--- config.mk ---
export PLATFORM = sky130hd
export DESIGN_NAME = asmb_alert_mask_bank
export DESIGN_NICKNAME = d
export VERILOG_FILES = /design/src/asmb_alert_mask_bank.v
export VERILOG_INCLUDE_DIRS = /design/src
export SDC_FILE = /design/constraint.sdc
export NUM_CORES = 1
export LEC_CHECK = 0
export BUFFER_PORTS_ARGS = -buffer_cell sky130_fd_sc_hd__buf_2
export CAP_MARGIN = 20
export CORE_AREA = 2 2 99 101
export DETAILED_ROUTE_END_ITERATION = 10
export DIE_AREA = 0 0 101 103
export GPL_TIMING_DRIVEN = 0
export PLACE_DENSITY_LB_ADDON = 0.3
export REMOVE_ABC_BUFFERS = 1
export SLEW_MARGIN = 20
export SYNTH_ARGS = -nofsm -noshare
export SYNTH_HDL_FRONTEND = slang
export SYNTH_SLANG_ARGS = --single-unit
export TNS_END_PERCENT = 10
--- constraint.sdc ---
create_clock -name REF_CLK -period 2.9 [get_ports REF_CLK]
set_input_delay 0 -clock REF_CLK [delete_from_list [all_inputs] [get_ports REF_CLK]]
set_output_delay 0 -clock REF_CLK [all_outputs]
set_load 0.05 [all_outputs]
--- src/asmb_regs.vh ---
// Command codes, sub-codes, field positions and reset values of the alert mask bank
`ifndef ASMB_REGS_VH
`define ASMB_REGS_VH
// Shared bus command and sub-codes selecting each mask
`define ASMB_CMD_ALERT_MASK     8'h1B
`define ASMB_SUB_CURRENT        8'h7B
`define ASMB_SUB_INPUT          8'h7C
`define ASMB_SUB_TEMPERATURE    8'h7D
`define ASMB_SUB_COMM_LOGIC     8'h7E
`define ASMB_SUB_OTHER          8'h7F
// Phase selection that opens the phased masks
`define ASMB_PHASE_ALL          8'hFF
// Block byte count used by the read process call
`define ASMB_BLOCK_COUNT        8'h01
// Idle read filler once the block is exhausted
`define ASMB_FILL_BYTE          8'hFF
// Field positions, current mask
`define ASMB_OVERCURRENT_FAULT_MASK_BIT        7
`define ASMB_OVERCURRENT_WARNING_MASK_BIT      5
`define ASMB_UNDERCURRENT_FAULT_MASK_BIT       4
// Field positions, input mask
`define ASMB_INPUT_OVERVOLTAGE_FAULT_MASK_BIT  7
`define ASMB_INPUT_OVERVOLTAGE_WARNING_MASK_BIT 6
`define ASMB_INPUT_UNDERVOLTAGE_WARNING_MASK_BIT 5
`define ASMB_LOW_INPUT_MASK_BIT                3
// Field positions, temperature mask
`define ASMB_OVERTEMP_FAULT_MASK_BIT           7
`define ASMB_OVERTEMP_WARNING_MASK_BIT         6
// Field positions, communication and logic mask
`define ASMB_INVALID_COMMAND_MASK_BIT          7
`define ASMB_INVALID_DATA_MASK_BIT             6
`define ASMB_PACKET_CHECK_FAIL_MASK_BIT        5
`define ASMB_MEMORY_FAULT_MASK_BIT             4
`define ASMB_PROCESSOR_FAULT_MASK_BIT          3
`define ASMB_OTHER_COMM_FAULT_MASK_BIT         1
// Writable bits of each mask
`define ASMB_WR_CURRENT         8'hB0
`define ASMB_WR_INPUT           8'hE8
`define ASMB_WR_TEMPERATURE     8'hC0
`define ASMB_WR_COMM_LOGIC      8'hFA
// Bits restored from nonvolatile memory
`define ASMB_NVM_CURRENT        8'hB0
`define ASMB_NVM_INPUT          8'h08
`define ASMB_NVM_TEMPERATURE    8'hC0
`define ASMB_NVM_COMM_LOGIC     8'hFA
// Reset values before the nonvolatile restore
`define ASMB_RST_CURRENT        8'h00
`define ASMB_RST_INPUT          8'h00
`define ASMB_RST_TEMPERATURE    8'h00
`define ASMB_RST_COMM_LOGIC     8'h00
// Fixed value of the other-category mask
`define ASMB_OTHER_FIXED        8'h01
`endif

--- src/asmb_alert_mask_bank.v ---
// Alert source mask bank with its SMBus command slave and alert combiner
`timescale 1ns/1ps
`include "asmb_regs.vh"
// Overview of operation
// [RULE_01] Mask bit zero passes condition, one blocks
// [RULE_02] Sub-code 7Bh selects current mask
// [RULE_03] Current mask: bits 7,5,4 writable, NVM
// [RULE_04] Sub-code 7Ch selects input mask
// [RULE_05] Input mask: 7-5 reset zero, 3 NVM
// [RULE_06] Sub-code 7Dh selects temperature mask
// [RULE_07] Temperature mask: bits 7,6 writable, NVM
// [RULE_08] Sub-code 7Eh selects communication mask
// [RULE_09] Comm mask: 7-3 and 1 writable, NVM
// [RULE_10] Sub-code 7Fh other mask, not phased
// [RULE_11] Phased masks need all-phases selection
// [RULE_12] Write word: low code, high mask
// [RULE_13] Read: one-byte block process call
// [RULE_14] Masks never stop status bits setting
// [RULE_15] Read-only positions ignore writes
// [RULE_16] Alert is any unmasked set status
module asmb_alert_mask_bank #(
   parameter [6:0] DEV_ADDR = 7'h24
) (
   input  wire       REF_CLK,
   input  wire       RESET_N,
   input  wire       SCL_I,
   input  wire       SDA_I,
   output reg        SDA_O,
   output reg        SDA_OE,
   output reg        ALERT_OE,
   output reg        PHASE_REJECT,
   input  wire [7:0] PHASE_SEL,
   input  wire       NVM_LOAD,
   input  wire [7:0] NVM_CURRENT,
   input  wire [7:0] NVM_INPUT,
   input  wire [7:0] NVM_TEMPERATURE,
   input  wire [7:0] NVM_COMM_LOGIC,
   input  wire [7:0] STATUS_CURRENT,
   input  wire [7:0] STATUS_INPUT,
   input  wire [7:0] STATUS_TEMPERATURE,
   input  wire [7:0] STATUS_COMM_LOGIC,
   input  wire [7:0] STATUS_OTHER
);

   localparam [4:0] ST_IDLE = 5'h01;
   localparam [4:0] ST_RX   = 5'h02;
   localparam [4:0] ST_ACK  = 5'h04;
   localparam [4:0] ST_TX   = 5'h08;
   localparam [4:0] ST_RACK = 5'h10;

   reg [7:0] current_alert_mask_r;
   reg [7:0] input_alert_mask_r;
   reg [7:0] temperature_alert_mask_r;
   reg [7:0] comm_logic_alert_mask_r;
   reg       scl_s1_r, scl_s2_r, scl_d_r;
   reg       sda_s1_r, sda_s2_r, sda_d_r;
   reg [4:0] state_r;
   reg [3:0] bit_cnt_r;
   reg [7:0] shift_r;
   reg [7:0] tx_r;
   reg [1:0] byte_idx_r;
   reg [1:0] tx_idx_r;
   reg       rd_r;
   reg       cmd_ok_r;
   reg       data_seen_r;
   reg [7:0] second_r;
   reg [7:0] code_r;
   reg       ack_nxt;

   // Codes reached only with all phases selected
   function phased;
      input [7:0] code;
      begin
         phased = (code == `ASMB_SUB_CURRENT) || (code == `ASMB_SUB_INPUT) ||
                  (code == `ASMB_SUB_TEMPERATURE) || (code == `ASMB_SUB_COMM_LOGIC);
      end
   endfunction

   // Mask readback; phased masks read zero under a single-phase selection
   function [7:0] mask_read;
      input [7:0] code;
      input [7:0] phase;
      begin
         mask_read = 8'h00;
         if (phased(code) && phase != `ASMB_PHASE_ALL) begin
            mask_read = 8'h00; // RULE_11
         end else begin
            case (code)
               `ASMB_SUB_CURRENT:     mask_read = current_alert_mask_r; // RULE_02
               `ASMB_SUB_INPUT:       mask_read = input_alert_mask_r; // RULE_04
               `ASMB_SUB_TEMPERATURE: mask_read = temperature_alert_mask_r; // RULE_06
               `ASMB_SUB_COMM_LOGIC:  mask_read = comm_logic_alert_mask_r; // RULE_08
               `ASMB_SUB_OTHER:       mask_read = `ASMB_OTHER_FIXED; // RULE_10
               default:               mask_read = 8'h00;
            endcase
         end
      end
   endfunction

   // Two-stage synchronisers plus one delay stage for edge finding
   always @(posedge REF_CLK) begin
      if (!RESET_N) begin
         scl_s1_r <= 1'b1;
         scl_s2_r <= 1'b1;
         scl_d_r  <= 1'b1;
         sda_s1_r <= 1'b1;
         sda_s2_r <= 1'b1;
         sda_d_r  <= 1'b1;
      end else begin
         scl_s1_r <= SCL_I;
         scl_s2_r <= scl_s1_r;
         scl_d_r  <= scl_s2_r;
         sda_s1_r <= SDA_I;
         sda_s2_r <= sda_s1_r;
         sda_d_r  <= sda_s2_r;
      end
   end

   // Bus conditions, read only from the second stage onward
   wire scl_rise = scl_s2_r & ~scl_d_r;
   wire scl_fall = ~scl_s2_r & scl_d_r;
   wire bus_start = scl_s2_r & scl_d_r & sda_d_r & ~sda_s2_r;
   wire bus_stop  = scl_s2_r & scl_d_r & ~sda_d_r & sda_s2_r;

   // Mask write request decoded from the fourth byte of the frame (byte index 3, after address, command and code); a trailing
   // checksum byte must not land as a second mask value
   wire       byte_done = (state_r == ST_RX) && scl_fall && (bit_cnt_r == 4'h8);
   wire       mask_wr = byte_done && (byte_idx_r == 2'd3) && !data_seen_r && cmd_ok_r &&
                        (second_r != `ASMB_BLOCK_COUNT); // RULE_12
   wire       wr_open = !phased(second_r) || (PHASE_SEL == `ASMB_PHASE_ALL); // RULE_11
   wire       rd_req  = byte_done && (byte_idx_r == 2'd3) && !data_seen_r && cmd_ok_r &&
                        (second_r == `ASMB_BLOCK_COUNT); // RULE_13

   // Acknowledge decision for the byte just received
   always @* begin
      ack_nxt = 1'b1;
      if (byte_idx_r == 2'd0) begin
         ack_nxt = (shift_r[7:1] == DEV_ADDR);
      end
   end

   // Byte engine: receive, acknowledge, transmit
   always @(posedge REF_CLK) begin
      if (!RESET_N) begin
         state_r    <= ST_IDLE;
         bit_cnt_r  <= 4'h0;
         shift_r    <= 8'h00;
         tx_r       <= 8'h00;
         byte_idx_r <= 2'd0;
         tx_idx_r   <= 2'd0;
         rd_r       <= 1'b0;
         cmd_ok_r   <= 1'b0;
         data_seen_r <= 1'b0;
         second_r   <= 8'h00;
         code_r     <= 8'h00;
         SDA_O      <= 1'b0;
         SDA_OE     <= 1'b0;
      end else if (bus_start) begin
         // Start and repeated start both restart the address phase
         state_r    <= ST_RX;
         bit_cnt_r  <= 4'h0;
         byte_idx_r <= 2'd0;
         data_seen_r <= 1'b0;
         SDA_OE     <= 1'b0;
      end else if (bus_stop) begin
         state_r  <= ST_IDLE;
         SDA_OE   <= 1'b0;
         cmd_ok_r <= 1'b0;
      end else begin
         SDA_O <= 1'b0;
         case (state_r)
            ST_IDLE: begin
               SDA_OE <= 1'b0;
            end
            ST_RX: begin
               if (scl_rise && bit_cnt_r != 4'h8) begin
                  shift_r   <= {shift_r[6:0], sda_s2_r};
                  bit_cnt_r <= bit_cnt_r + 4'h1;
               end else if (byte_done) begin
                  if (!ack_nxt) begin
                     state_r <= ST_IDLE; // Not our address: stay off the bus
                  end else begin
                     state_r <= ST_ACK;
                     SDA_OE  <= 1'b1;
                  end
                  case (byte_idx_r)
                     2'd0: begin
                        rd_r     <= shift_r[0];
                        tx_idx_r <= 2'd0;
                     end
                     2'd1: cmd_ok_r <= (shift_r == `ASMB_CMD_ALERT_MASK);
                     2'd2: second_r <= shift_r;
                     default: begin
                        data_seen_r <= 1'b1;
                        if (rd_req) begin
                           code_r <= shift_r; // RULE_13
                        end
                     end
                  endcase
                  if (byte_idx_r != 2'd3) begin
                     byte_idx_r <= byte_idx_r + 2'd1;
                  end
               end
            end
            ST_ACK: begin
               if (scl_fall) begin
                  bit_cnt_r <= 4'h0;
                  if (rd_r) begin
                     // Count byte first, then the mask, then filler
                     state_r  <= ST_TX;
                     SDA_OE   <= (`ASMB_BLOCK_COUNT < 8'h80); // Pull for a zero lead bit
                     tx_r     <= `ASMB_BLOCK_COUNT;
                     tx_idx_r <= 2'd1;
                     bit_cnt_r <= 4'h1;
                  end else begin
                     state_r <= ST_RX;
                     SDA_OE  <= 1'b0;
                  end
               end
            end
            ST_TX: begin
               if (scl_fall) begin
                  if (bit_cnt_r == 4'h8) begin
                     state_r <= ST_RACK;
                     SDA_OE  <= 1'b0;
                  end else begin
                     SDA_OE    <= ~tx_r[6];
                     tx_r      <= {tx_r[6:0], 1'b1};
                     bit_cnt_r <= bit_cnt_r + 4'h1;
                  end
               end
            end
            ST_RACK: begin
               if (scl_rise) begin
                  rd_r <= ~sda_s2_r; // Master acknowledge keeps the read going
               end else if (scl_fall) begin
                  if (rd_r) begin
                     state_r   <= ST_TX;
                     bit_cnt_r <= 4'h1;
                     tx_idx_r  <= (tx_idx_r == 2'd3) ? 2'd3 : tx_idx_r + 2'd1;
                     if (tx_idx_r == 2'd1) begin
                        tx_r   <= mask_read(code_r, PHASE_SEL); // RULE_13
                        SDA_OE <= (mask_read(code_r, PHASE_SEL) < 8'h80);
                     end else begin
                        tx_r   <= `ASMB_FILL_BYTE;
                        SDA_OE <= 1'b0;
                     end
                  end else begin
                     state_r <= ST_IDLE;
                  end
               end
            end
            default: begin
               state_r <= ST_IDLE;
               SDA_OE  <= 1'b0;
            end
         endcase
      end
   end

   // Mask storage: reset, nonvolatile restore, then host writes
   always @(posedge REF_CLK) begin
      if (!RESET_N) begin
         current_alert_mask_r     <= `ASMB_RST_CURRENT;
         input_alert_mask_r       <= `ASMB_RST_INPUT; // RULE_05
         temperature_alert_mask_r <= `ASMB_RST_TEMPERATURE;
         comm_logic_alert_mask_r  <= `ASMB_RST_COMM_LOGIC;
      end else if (NVM_LOAD) begin
         // Only backed bits are restored; input bits 7..5 keep their zero reset
         current_alert_mask_r <= (current_alert_mask_r & ~`ASMB_NVM_CURRENT) |
                                 (NVM_CURRENT & `ASMB_NVM_CURRENT); // RULE_03
         input_alert_mask_r <= (input_alert_mask_r & ~`ASMB_NVM_INPUT) |
                               (NVM_INPUT & `ASMB_NVM_INPUT); // RULE_05
         temperature_alert_mask_r <= (temperature_alert_mask_r & ~`ASMB_NVM_TEMPERATURE) |
                                     (NVM_TEMPERATURE & `ASMB_NVM_TEMPERATURE); // RULE_07
         comm_logic_alert_mask_r <= (comm_logic_alert_mask_r & ~`ASMB_NVM_COMM_LOGIC) |
                                    (NVM_COMM_LOGIC & `ASMB_NVM_COMM_LOGIC); // RULE_09
      end else if (mask_wr && wr_open) begin
         // Fixed positions never take written data
         case (second_r)
            `ASMB_SUB_CURRENT:
               current_alert_mask_r <= shift_r & `ASMB_WR_CURRENT; // RULE_15
            `ASMB_SUB_INPUT:
               input_alert_mask_r <= shift_r & `ASMB_WR_INPUT; // RULE_15
            `ASMB_SUB_TEMPERATURE:
               temperature_alert_mask_r <= shift_r & `ASMB_WR_TEMPERATURE; // RULE_07
            `ASMB_SUB_COMM_LOGIC:
               comm_logic_alert_mask_r <= shift_r & `ASMB_WR_COMM_LOGIC; // RULE_09
            default: ; // Other mask is fixed; unknown codes ignored
         endcase
      end
   end

   // Pulse when a phased mask is touched under a single-phase selection
   always @(posedge REF_CLK) begin
      if (!RESET_N) begin
         PHASE_REJECT <= 1'b0;
      end else begin
         PHASE_REJECT <= (mask_wr && !wr_open) ||
                         (rd_req && phased(shift_r) && PHASE_SEL != `ASMB_PHASE_ALL); // RULE_11
      end
   end

   // Alert combiner; status inputs are only read, never altered here
   always @(posedge REF_CLK) begin
      if (!RESET_N) begin
         ALERT_OE <= 1'b0;
      end else begin
         ALERT_OE <= |(STATUS_CURRENT & ~current_alert_mask_r) |
                     |(STATUS_INPUT & ~input_alert_mask_r) |
                     |(STATUS_TEMPERATURE & ~temperature_alert_mask_r) |
                     |(STATUS_COMM_LOGIC & ~comm_logic_alert_mask_r) |
                     |(STATUS_OTHER & ~`ASMB_OTHER_FIXED); // RULE_01 RULE_14 RULE_16
      end
   end

endmodule

After elaboration in Yosys (flattened, before gate mapping)
Cells that the tools add are included.
{ "word_totals": {"register_bits": 88, "input_bits": 85, "out_inout_bits": 4, "elab_cells": 269} }
{ "op_classes": {"n_addsub": 3, "n_lt_le_gt_ge": 1, "n_eq_ne": 55, "muxes": 86, "bitwise": 34, "reduce_logical": 65} }
{ "ops": {"columns": ["op", "count"], "rows": [
  ["$mux 8", 21],
  ["$eq 8x7->1 const B", 13],
  ["$mux 7", 8],
  ["$pmux 8 s5", 1],
  ["$mux 4", 9],
  ["$mux 5", 7],
  ["$and 8x8->8", 4],
  ["$ne 4x4->1 const B", 8],
  ["$not 8->8", 4],
  ["$reduce_or 8->1", 4],
  ["$ne 2x2->1 const B", 14],
  ["$pmux 5 s5", 1],
  ["$reduce_and 8->1", 3],
  ["$mux 1", 22],
  ["$mux 2", 11],
  ["$pmux 7 s3", 1],
  ["$reduce_bool 2->1", 9],
  ["$pmux 4 s4", 1],
  ["$reduce_and 5->1", 3],
  ["$reduce_and 7->1", 2],
  ["$logic_and 1x1->1", 13],
  ["$logic_or 1x1->1", 11],
  ["$not 1->1", 11],
  ["$reduce_and 11->1", 1],
  ["other kinds (41)", 62]
]} }

Longest topological paths before layout
Gate-level depths: netlist of run 1.
{ "logic_depth": {"word_depth": 20, "ltp_mapped": 9, "mapped_depth_nobuf": 8} }

Worst setup path before layout of run 1
OpenSTA, ideal clock, no wires.
{ "synth_path": {"path_kind": "register to register", "startpoint": "register bit_cnt_r[0]", "endpoint": "register bit_cnt_r[2]", "setup_ns": 0.117, "arrival_time_ns": 2.085, "required_time_ns": 2.783, "setup_slack_ns": 0.697, "stages_incl_launch_ff": 10, "path_buffers": 1, "period_less_slack_ns": 2.203, "path_cell_list": "dfxtp_1 inv_1 ha_1 nand3b_1 nand4_1 buf_2 a21boi_0 a311oi_1 o21ai_0 a32o_1"} }
{ "synth_via": {"elab_chain_len": 4, "elab_cells_between_ends": 11, "cone_classes": "add/sub (1); eq/ne (4); mux (4); reduce/logical (2)"} }
{ "synth_lines": {"columns": ["item", "line_no", "source"], "rows": [
  ["from (decl)", "asmb_alert_mask_bank.v:58", "reg [3:0] bit_cnt_r;"],
  ["from (signal assigned)", "asmb_alert_mask_bank.v:178", "bit_cnt_r <= bit_cnt_r + 4'h1;"],
  ["from (signal assigned)", "asmb_alert_mask_bank.v:229", "bit_cnt_r <= bit_cnt_r + 4'h1;"],
  ["$add 4x1->4 or $ne 4x4->1 (tied branches)", "asmb_alert_mask_bank.v:178, asmb_alert_mask_bank.v:229, asmb_alert_mask_bank.v:176", null],
  ["$mux 4 or $logic_and 1x1->1 (tied branches)", "asmb_alert_mask_bank.v:223, asmb_alert_mask_bank.v:176", null],
  ["$mux 4 or $ne 2x1->1 (tied branches)", null, null],
  ["$pmux 4 s4 or $reduce_and 9->1 (tied branches)", null, null]
]} }
Several ways; a longest one is shown, not always the timed one. The select of a mux whose other input is x is not followed.
A chain may end at the register's enable or synchronous reset.

Final worst setup path of run 1
{ "layout_path": {"startpoint": "register state_r[2]", "endpoint": "register current_alert_mask_r[5]"} }
{ "layout_via": {"elab_chain_len": 10} }
{ "layout_lines": {"columns": ["item", "line_no", "source"], "rows": [
  ["from (decl)", "asmb_alert_mask_bank.v:57", "reg [4:0] state_r;"],
  ["from (signal assigned)", "asmb_alert_mask_bank.v:145", "state_r <= ST_IDLE;"],
  ["from (signal assigned)", "asmb_alert_mask_bank.v:160", "state_r <= ST_RX;"],
  ["from (signal assigned)", "asmb_alert_mask_bank.v:166", "state_r <= ST_IDLE;"],
  ["$eq 5x2->1", "asmb_alert_mask_bank.v:127", "wire byte_done = (state_r == ST_RX) && scl_fall && (bit_cnt_r == 4'h8);"],
  ["$logic_and 1x1->1 (2 in series)", "asmb_alert_mask_bank.v:127", null],
  ["$logic_and 1x1->1 (4 in series)", "asmb_alert_mask_bank.v:128", "wire mask_wr = byte_done && (byte_idx_r == 2'd3) && !data_seen_r && cmd_ok_r &&"],
  ["$logic_and 1x1->1", "asmb_alert_mask_bank.v:278", "end else if (mask_wr && wr_open) begin"],
  ["$reduce_bool 2->1 (no line)", null, null],
  ["$reduce_and 2->1 (no line)", null, null],
  ["to (signal assigned)", "asmb_alert_mask_bank.v:264", "current_alert_mask_r <= `ASMB_RST_CURRENT;"],
  ["to (signal assigned)", "asmb_alert_mask_bank.v:270", "current_alert_mask_r <= (current_alert_mask_r & ~`ASMB_NVM_CURRENT) |"],
  ["to (signal assigned)", "asmb_alert_mask_bank.v:282", "current_alert_mask_r <= shift_r & `ASMB_WR_CURRENT;"],
  ["to (decl)", "asmb_alert_mask_bank.v:51", "reg [7:0] current_alert_mask_r;"]
]} }
No other way between the ends.

==> impl_metrics.py, run 1 <==
metrics = {
    "yosys": {
        "synthTopCellsByArea": "dfxtp_1 (39%), mux2i_1 (6.9%), nand2_1 (4.3%)",
        "synth_seq_cells": 71,
        "yosys_warnings": 0,
        "async_flop_share_pct": 0,
        "synth_edf_count": 0,
        "seq_area_frac_synth_pct": 38.9,
        "syn_inst": 449,
        "netlist_area_um2": 3650,
        "synth.avg_cell_area_um2": 8.13,
        "synth_top_area_share_pct": 38.9,
        "synth.largest_area_cell": "dfxtp_1",
        "yosys_most_used_dff": "dfxtp_1",
        "synthDistinctLibCells": 58,
    },
    "grt": {
        "antenna_found_initial": 0,
        "grt_pass1_vias": 3261,
        "grt_pass1_wl_um": 15500,
        "grtUsageTotal_pct": 18.8,
        "grt-ovfl-total": 0,
        "grt_max_degree": 37,
    },
    "route": {
        "num_vias": 3487,
        "routed_wirelength_um": 9380,
        "viasPerCell": 5.50,
        "dr.first_iter.drc_count": 194,
        "drt_first_pass_iters": 4,
        "drt.antenna.violating_nets": 0,
        "post_drt_wl_per_cell_um": 14.8,
        "drc_errors": 0,
    },
    "timing": {
        "worst_pin_slew_ps": 969,
        "fin_worst_skew_ps": 12.6,
        "clock.fmax_mhz": 363,
        "setup-violations-final": 0,
        "rsz0062_at_grt": "yes",
        "tns_ps": 0,
        "relSlewSlack_pct": 35.4,
        "final_max_slew_viol_count": 0,
        "post-route-min-period_ps": 2760,
        "fin_crit_sh_pct": 95.0,
        "finalHoldViolCount": 0,
        "worst_hold_slack_ps": 42.3,
    },
    "worst_setup_path": {
        "rr_startpoint": "state_r[2]",
        "crit_fanout": 14,
        "crit_required_ps": 3100,
        "startpoint_type": "flip-flop",
        "r2r_end": "current_alert_mask_r[5]",
        "crit_arrival_ps": 2950,
        "worstSetupPathType": "reg2reg",
        "cp-end-kind": "flip-flop",
        "reg2regPathDepth": 6,
        "ff2ff_setup_slack_ps": 140,
    },
    "die": {
        "die_h_um": 103,
        "die_area_um2": 10400,
        "core_um2": 9460,
        "die_w_um": 101,
        "io_pins": 89,
        "initial_utilization_pct": 38.6,
        "rows": 36,
    },
    "worst_hold_path": {
        "hp-start": "NVM_TEMPERATURE[6]",
        "min_to": "temperature_alert_mask_r[6]",
        "holdPathStages": 3,
        "worstHoldPathType": "in2reg",
    },
    "final_layout": {
        "antenna_cells": 0,
        "drive_gt1_share_pct": 19.0,
        "area_growth_pct": 19.4,
        "final_area_um2": 4360,
        "fillerInstances": 942,
        "final_nets": 606,
        "final_cells": 634,
    },
    "status": {
        "status": "completed",
    },
    "clock_network": {
        "cts_root_buf": "clkbuf_8",
        "path_clk_slew_ps": 80,
        "ctsHtreeMaxLevel": 3,
        "cts_buffers": 9,
        "cts_tree": "built",
        "cts_sinks": 71,
        "clockBufferDepth": 2,
        "clk_latency_ps": 340,
    },
    "place": {
        "post_dp_cell_area_um2": 4010,
        "hpwl_um": 6820,
        "port_buffers": 66,
        "place_inst": 602,
        "place_congestion": 0.868,
    },
    "power_and_ir_drop": {
        "powerDensity_nw_per_um2": 418,
        "vdd_ir_drop_max_mv": 0.226,
        "p_leak_uw": 0.00170,
    },
    "run": {
        "maxCapViolCount": 0,
    },
}
## logic make-up after synthesis
kind of cell,after synthesis,share of synthesized area [%]
other,1,0.103
AND/OR/NAND/NOR,179,25.2
multiplexers,28,7.78
buffers and inverters,54,5.82
AO/OA/AOI/OAI,104,18.6
flip-flops,71,38.9
adder cells (fa/ha/maj),7,2.33
XOR/XNOR,5,1.20
## layout by cell type (no fill, tap or decap), drive strengths merged, types with 4 or more instances in the layout
cell type	synthesis	final
a21oi	27	27
a221oi	4	4
a311oi	7	7
a31oi	6	6
and2	4	4
buf	6	67
clkbuf	21	10
dfxtp	71	71
dlygate4sd3	0	15
ha	6	6
inv	27	27
mux2i	25	25
nand2	42	42
nand2b	8	8
nand3	23	23
nand3b	4	4
nand4	9	9
nor2	40	40
nor2b	6	6
nor3	16	16
nor4	13	13
o21ai	26	26
o22ai	5	5
or3	5	5
xor2	4	4
## through the flow
stage	worst slack, ps	utilization (%)	power (uW)
detailed placement	-233	42.4	1150
finish	144	46.1	1820
global route	-13.9	46.1	1890
global placement	-85.2	42.4	1150
CTS	32.0	45.8	1830
floorplan	466	-	1080
## synth_stat cells, types with 2 or more instances
| cell type | count |
|---|---|
| a211oi_1 | 2 |
| a21boi_0 | 2 |
| a21o_1 | 2 |
| a21oi_1 | 27 |
| a221oi_1 | 4 |
| a311oi_1 | 7 |
| a31oi_1 | 6 |
| a32o_1 | 3 |
| a32oi_1 | 3 |
| a41o_1 | 2 |
| and2_1 | 4 |
| and3_1 | 2 |
| buf_2 | 5 |
| clkbuf_1 | 21 |
| dfxtp_1 | 71 |
| ha_1 | 6 |
| inv_1 | 27 |
| mux2_2 | 3 |
| mux2i_1 | 25 |
| nand2_1 | 42 |
| nand2b_1 | 8 |
| nand3_1 | 23 |
| nand3b_1 | 4 |
| nand4_1 | 8 |
| nor2_1 | 39 |
| nor2b_1 | 6 |
| nor3_1 | 15 |
| nor3b_1 | 2 |
| nor4_1 | 11 |
| o211ai_1 | 2 |
| o21ai_0 | 26 |
| o22ai_1 | 5 |
| o31ai_1 | 3 |
| or2_2 | 3 |
| or3_1 | 4 |
| xor2_1 | 4 |
## cell type report
type | instances | area (um2) | area share (%)
well taps | 114 | 143 | 3.27
clock buffers | 10 | 128 | 2.93
flip-flops and latches | 71 | 1420 | 32.6
inverters | 27 | 101 | 2.32
repair buffers | 82 | 488 | 11.2
multi-input cells | 324 | 2040 | 46.8
clock inverters | 6 | 37.5 | 0.861
## state kept, by name, summed over array words and instances, names as in the netlist, 2 cells and up
signal	flops
current_alert_mask_r	3
bit_cnt_r	4
input_alert_mask_r	4
state_r	5
shift_r	8
tx_idx_r	2
code_r	8
tx_r	7
byte_idx_r	2
comm_logic_alert_mask_r	6
second_r	8
temperature_alert_mask_r	2
## repair_timing
action,in CTS,in global routing
pin swaps,0,1
hold endpoints to repair,12,0
gates resized for setup,1,3
hold buffers,15,0
endpoints found under the setup margin,4,17
buffers inserted,0,1
## how the worst max path moves through the flow
stage,start,endpoint,cells after the start
after CTS,bit_cnt_r[0],bit_cnt_r[2],8
after global placement,bit_cnt_r[0],bit_cnt_r[2],8
final,state_r[2],current_alert_mask_r[5],6
after detailed placement,bit_cnt_r[0],bit_cnt_r[2],8
after global routing,state_r[2],input_alert_mask_r[5],6
after floorplan,bit_cnt_r[0],bit_cnt_r[2],8
## critical path, stage by stage, from the launching register on
cell	delay [ps]
dfxtp_1	380
or3_4	430
nor4_4	740
nand4_4	260
or3_1	530
mux2i_1	190
a21oi_1	80
## metal layers
metal	up-vias	track usage, %	wire, um
met3	19	3.39	470
li1	1742	-	-
met5	-	0	0
met4	0	6.34	146
met2	113	32.9	4530
met1	1613	23.3	4230
## where the power goes
group	switching (uW)	internal, uW
clock network	376	306
logic	68.9	66.5
registers	14.3	991
total	459	1360
(Power assumes the default switching activity.)
==> run 2, diff against run 1 <==
==> constraint.sdc (replaced) <==
create_clock -name REF_CLK -period 2.65 [get_ports REF_CLK]
set_input_delay 0 -clock REF_CLK [delete_from_list [all_inputs] [get_ports REF_CLK]]
set_output_delay 0 -clock REF_CLK [all_outputs]
set_load 0.05 [all_outputs]
==> run 2 against run 1 <==
Compared with the run above:
- register-to-register slack better by 70 ps
- final cell count is 0.32% higher
- cell area is 0.98% higher
- hold slack hardly changed
- first-iteration DRC count is 4.1% higher
- sequential share of layout area is 0.31 points lower
- fmax is 13% higher
- routed wire length is 0.27% lower
- core utilization is 0.45 points higher
- critical path depth stayed put
- largest power group unchanged
==> impl_metrics.py, run 2 (synthesis results as in run 1) <==
metrics = {
    "timing": {
        "relSlewSlack_pct": 35.2,
        "clock.fmax_mhz": 411,
        "setup_slack_ps": 219,
        "setup-violations-final": 0,
        "tns_ps": 0,
        "rsz0062_at_grt": "no",
        "final_max_slew_viol_count": 0,
        "fin_worst_skew_ps": 9.53,
        "fin_crit_sh_pct": 91.8,
        "worst_hold_slack_ps": 42.7,
        "worst_pin_slew_ps": 971,
        "post-route-min-period_ps": 2430,
        "finalHoldViolCount": 0,
    },
    "run": {
        "maxCapViolCount": 0,
    },
    "route": {
        "dr.first_iter.drc_count": 202,
        "routed_wirelength_um": 9350,
        "drt.antenna.violating_nets": 0,
        "viasPerCell": 5.50,
        "drc_errors": 0,
        "post_drt_wl_per_cell_um": 14.7,
        "num_vias": 3499,
        "drt_first_pass_iters": 5,
    },
    "die": {
        "initial_utilization_pct": 38.6,
        "io_pins": 89,
        "core_um2": 9460,
        "rows": 36,
        "die_w_um": 101,
        "die_h_um": 103,
        "die_area_um2": 10400,
    },
    "worst_setup_path": {
        "crit_buf_inv": 2,
        "reg2regPathDepth": 6,
        "worstSetupPathType": "reg2reg",
        "rr_startpoint": "input_alert_mask_r[3]",
        "cpMostUsedCell": "dlygate4sd3_1",
        "cpMaxStageDelayCell": "dlygate4sd3_1",
        "cp-end-kind": "flip-flop",
        "crit_arrival_ps": 2670,
        "crit_fanout": 3,
        "critPathMaxStageDelay_ps": 570,
        "crit_required_ps": 2880,
        "r2r_end": "ALERT_OE",
        "startpoint_type": "flip-flop",
        "ff2ff_setup_slack_ps": 220,
        "critPathTopFamily": "buffers and inverters",
        "cp_cell_sequence": "o22ai_1, a221oi_1, nand3_1, dlygate4sd3_1, o31a_1, dlygate4sd3_1",
    },
    "grt": {
        "grtUsageTotal_pct": 18.9,
        "antenna_found_initial": 0,
        "grt_pass1_wl_um": 15600,
        "grt-ovfl-total": 0,
        "grt_max_degree": 37,
        "grt_pass1_vias": 3276,
    },
    "power_and_ir_drop": {
        "p_leak_uw": 0.00172,
        "powerDensity_nw_per_um2": 452,
        "vdd_ir_drop_max_mv": 0.250,
        "p_total_uw": 1990,
    },
    "final_layout": {
        "layout_common_cells": "dfxtp_1 (71), buf_2 (66), nand2_1 (42), nor2_1 (39)",
        "top_regs": "code_r: 8 flops, second_r: 8 flops, shift_r: 8 flops",
        "drive_gt1_share_pct": 19.9,
        "final_nets": 608,
        "final_area_um2": 4400,
        "final_common_cell": "dfxtp_1",
        "antenna_cells": 0,
        "area_growth_pct": 20.6,
    },
    "clock_network": {
        "path_clk_slew_ps": 80,
        "clockBufferDepth": 2,
        "cts_tree": "built",
        "clk_latency_ps": 340,
        "cts_sinks": 71,
        "ctsHtreeMaxLevel": 3,
        "cts_root_buf": "clkbuf_8",
        "cts_buffers": 9,
    },
    "worst_hold_path": {
        "worstHoldPathType": "in2reg",
        "holdPathStages": 3,
        "min_to": "temperature_alert_mask_r[6]",
        "hp-start": "NVM_TEMPERATURE[6]",
    },
    "place": {
        "post_dp_cell_area_um2": 4010,
        "hpwl_um": 6820,
        "dpl_worst_slack_ps": -483,
        "place_congestion": 0.868,
        "port_buffers": 66,
    },
    "status": {
        "status": "completed",
    },
}
[run 2: worst max-delay path by stage]
stage | from | to | depth (start not counted) | slack [ps]
after global routing | state_r[1] | bit_cnt_r[2] | 6 | 50
after global placement | bit_cnt_r[0] | bit_cnt_r[2] | 8 | -340
after CTS | state_r[2] | comm_logic_alert_mask_r[5] | 6 | -20
after detailed placement | bit_cnt_r[0] | bit_cnt_r[2] | 8 | -480
after floorplan | bit_cnt_r[0] | bit_cnt_r[2] | 8 | 220
final | input_alert_mask_r[3] | ALERT_OE | 6 | 220
[run 2: stage by stage]
step / std cells / utilization, %
after global routing: 636 / 46.6
final: 636 / 46.6
after detailed placement: 602 / 42.4
after global placement: 602 / 42.4
after CTS: 634 / 46.3
after floorplan: 422 / -
[run 2: report_power, final]
part | leakage [uW] | internal [uW] | total, uW | switching (uW)
Clock | 0.0000781 | 334 | 740 | 406
Combinational | 0.00107 | 73.2 | 150 | 76.4
Sequential | 0.000577 | 1080 | 1100 | 15.8
Total | 0.00172 | 1490 | 1990 | 498
[run 2: final cells by class]
| cell class | instances | area [um2] |
|---|---|---|
| fill | 938 | 5050 |
| multi-input combinational | 324 | 2070 |
| sequential | 71 | 1420 |
| timing repair buffer | 84 | 505 |
| tap | 114 | 143 |
| clock buffer | 10 | 128 |
| inverter | 27 | 101 |
| clock inverter | 6 | 37.5 |
[run 2: what timing repair did]
action,in CTS,in global routing
endpoints found under the hold margin,12,0
pin swaps,2,1
resized for setup,7,2
hold buffers,15,0
setup endpoints to repair,25,26
buffers inserted,1,2
[run 2: worst min-delay path, cell delays in order]
cell and delay [ps]:
buf_2 100, o21ai_0 180, a311oi_1 60
[run 2: per-layer routing]
metal	wire (um)	part of all wire [%]	GRT usage, %
met5	0	0	0
met4	146	1.6	6.65
met3	480	5.1	3.32
met2	4560	49	32.8
met1	4170	45	23.6
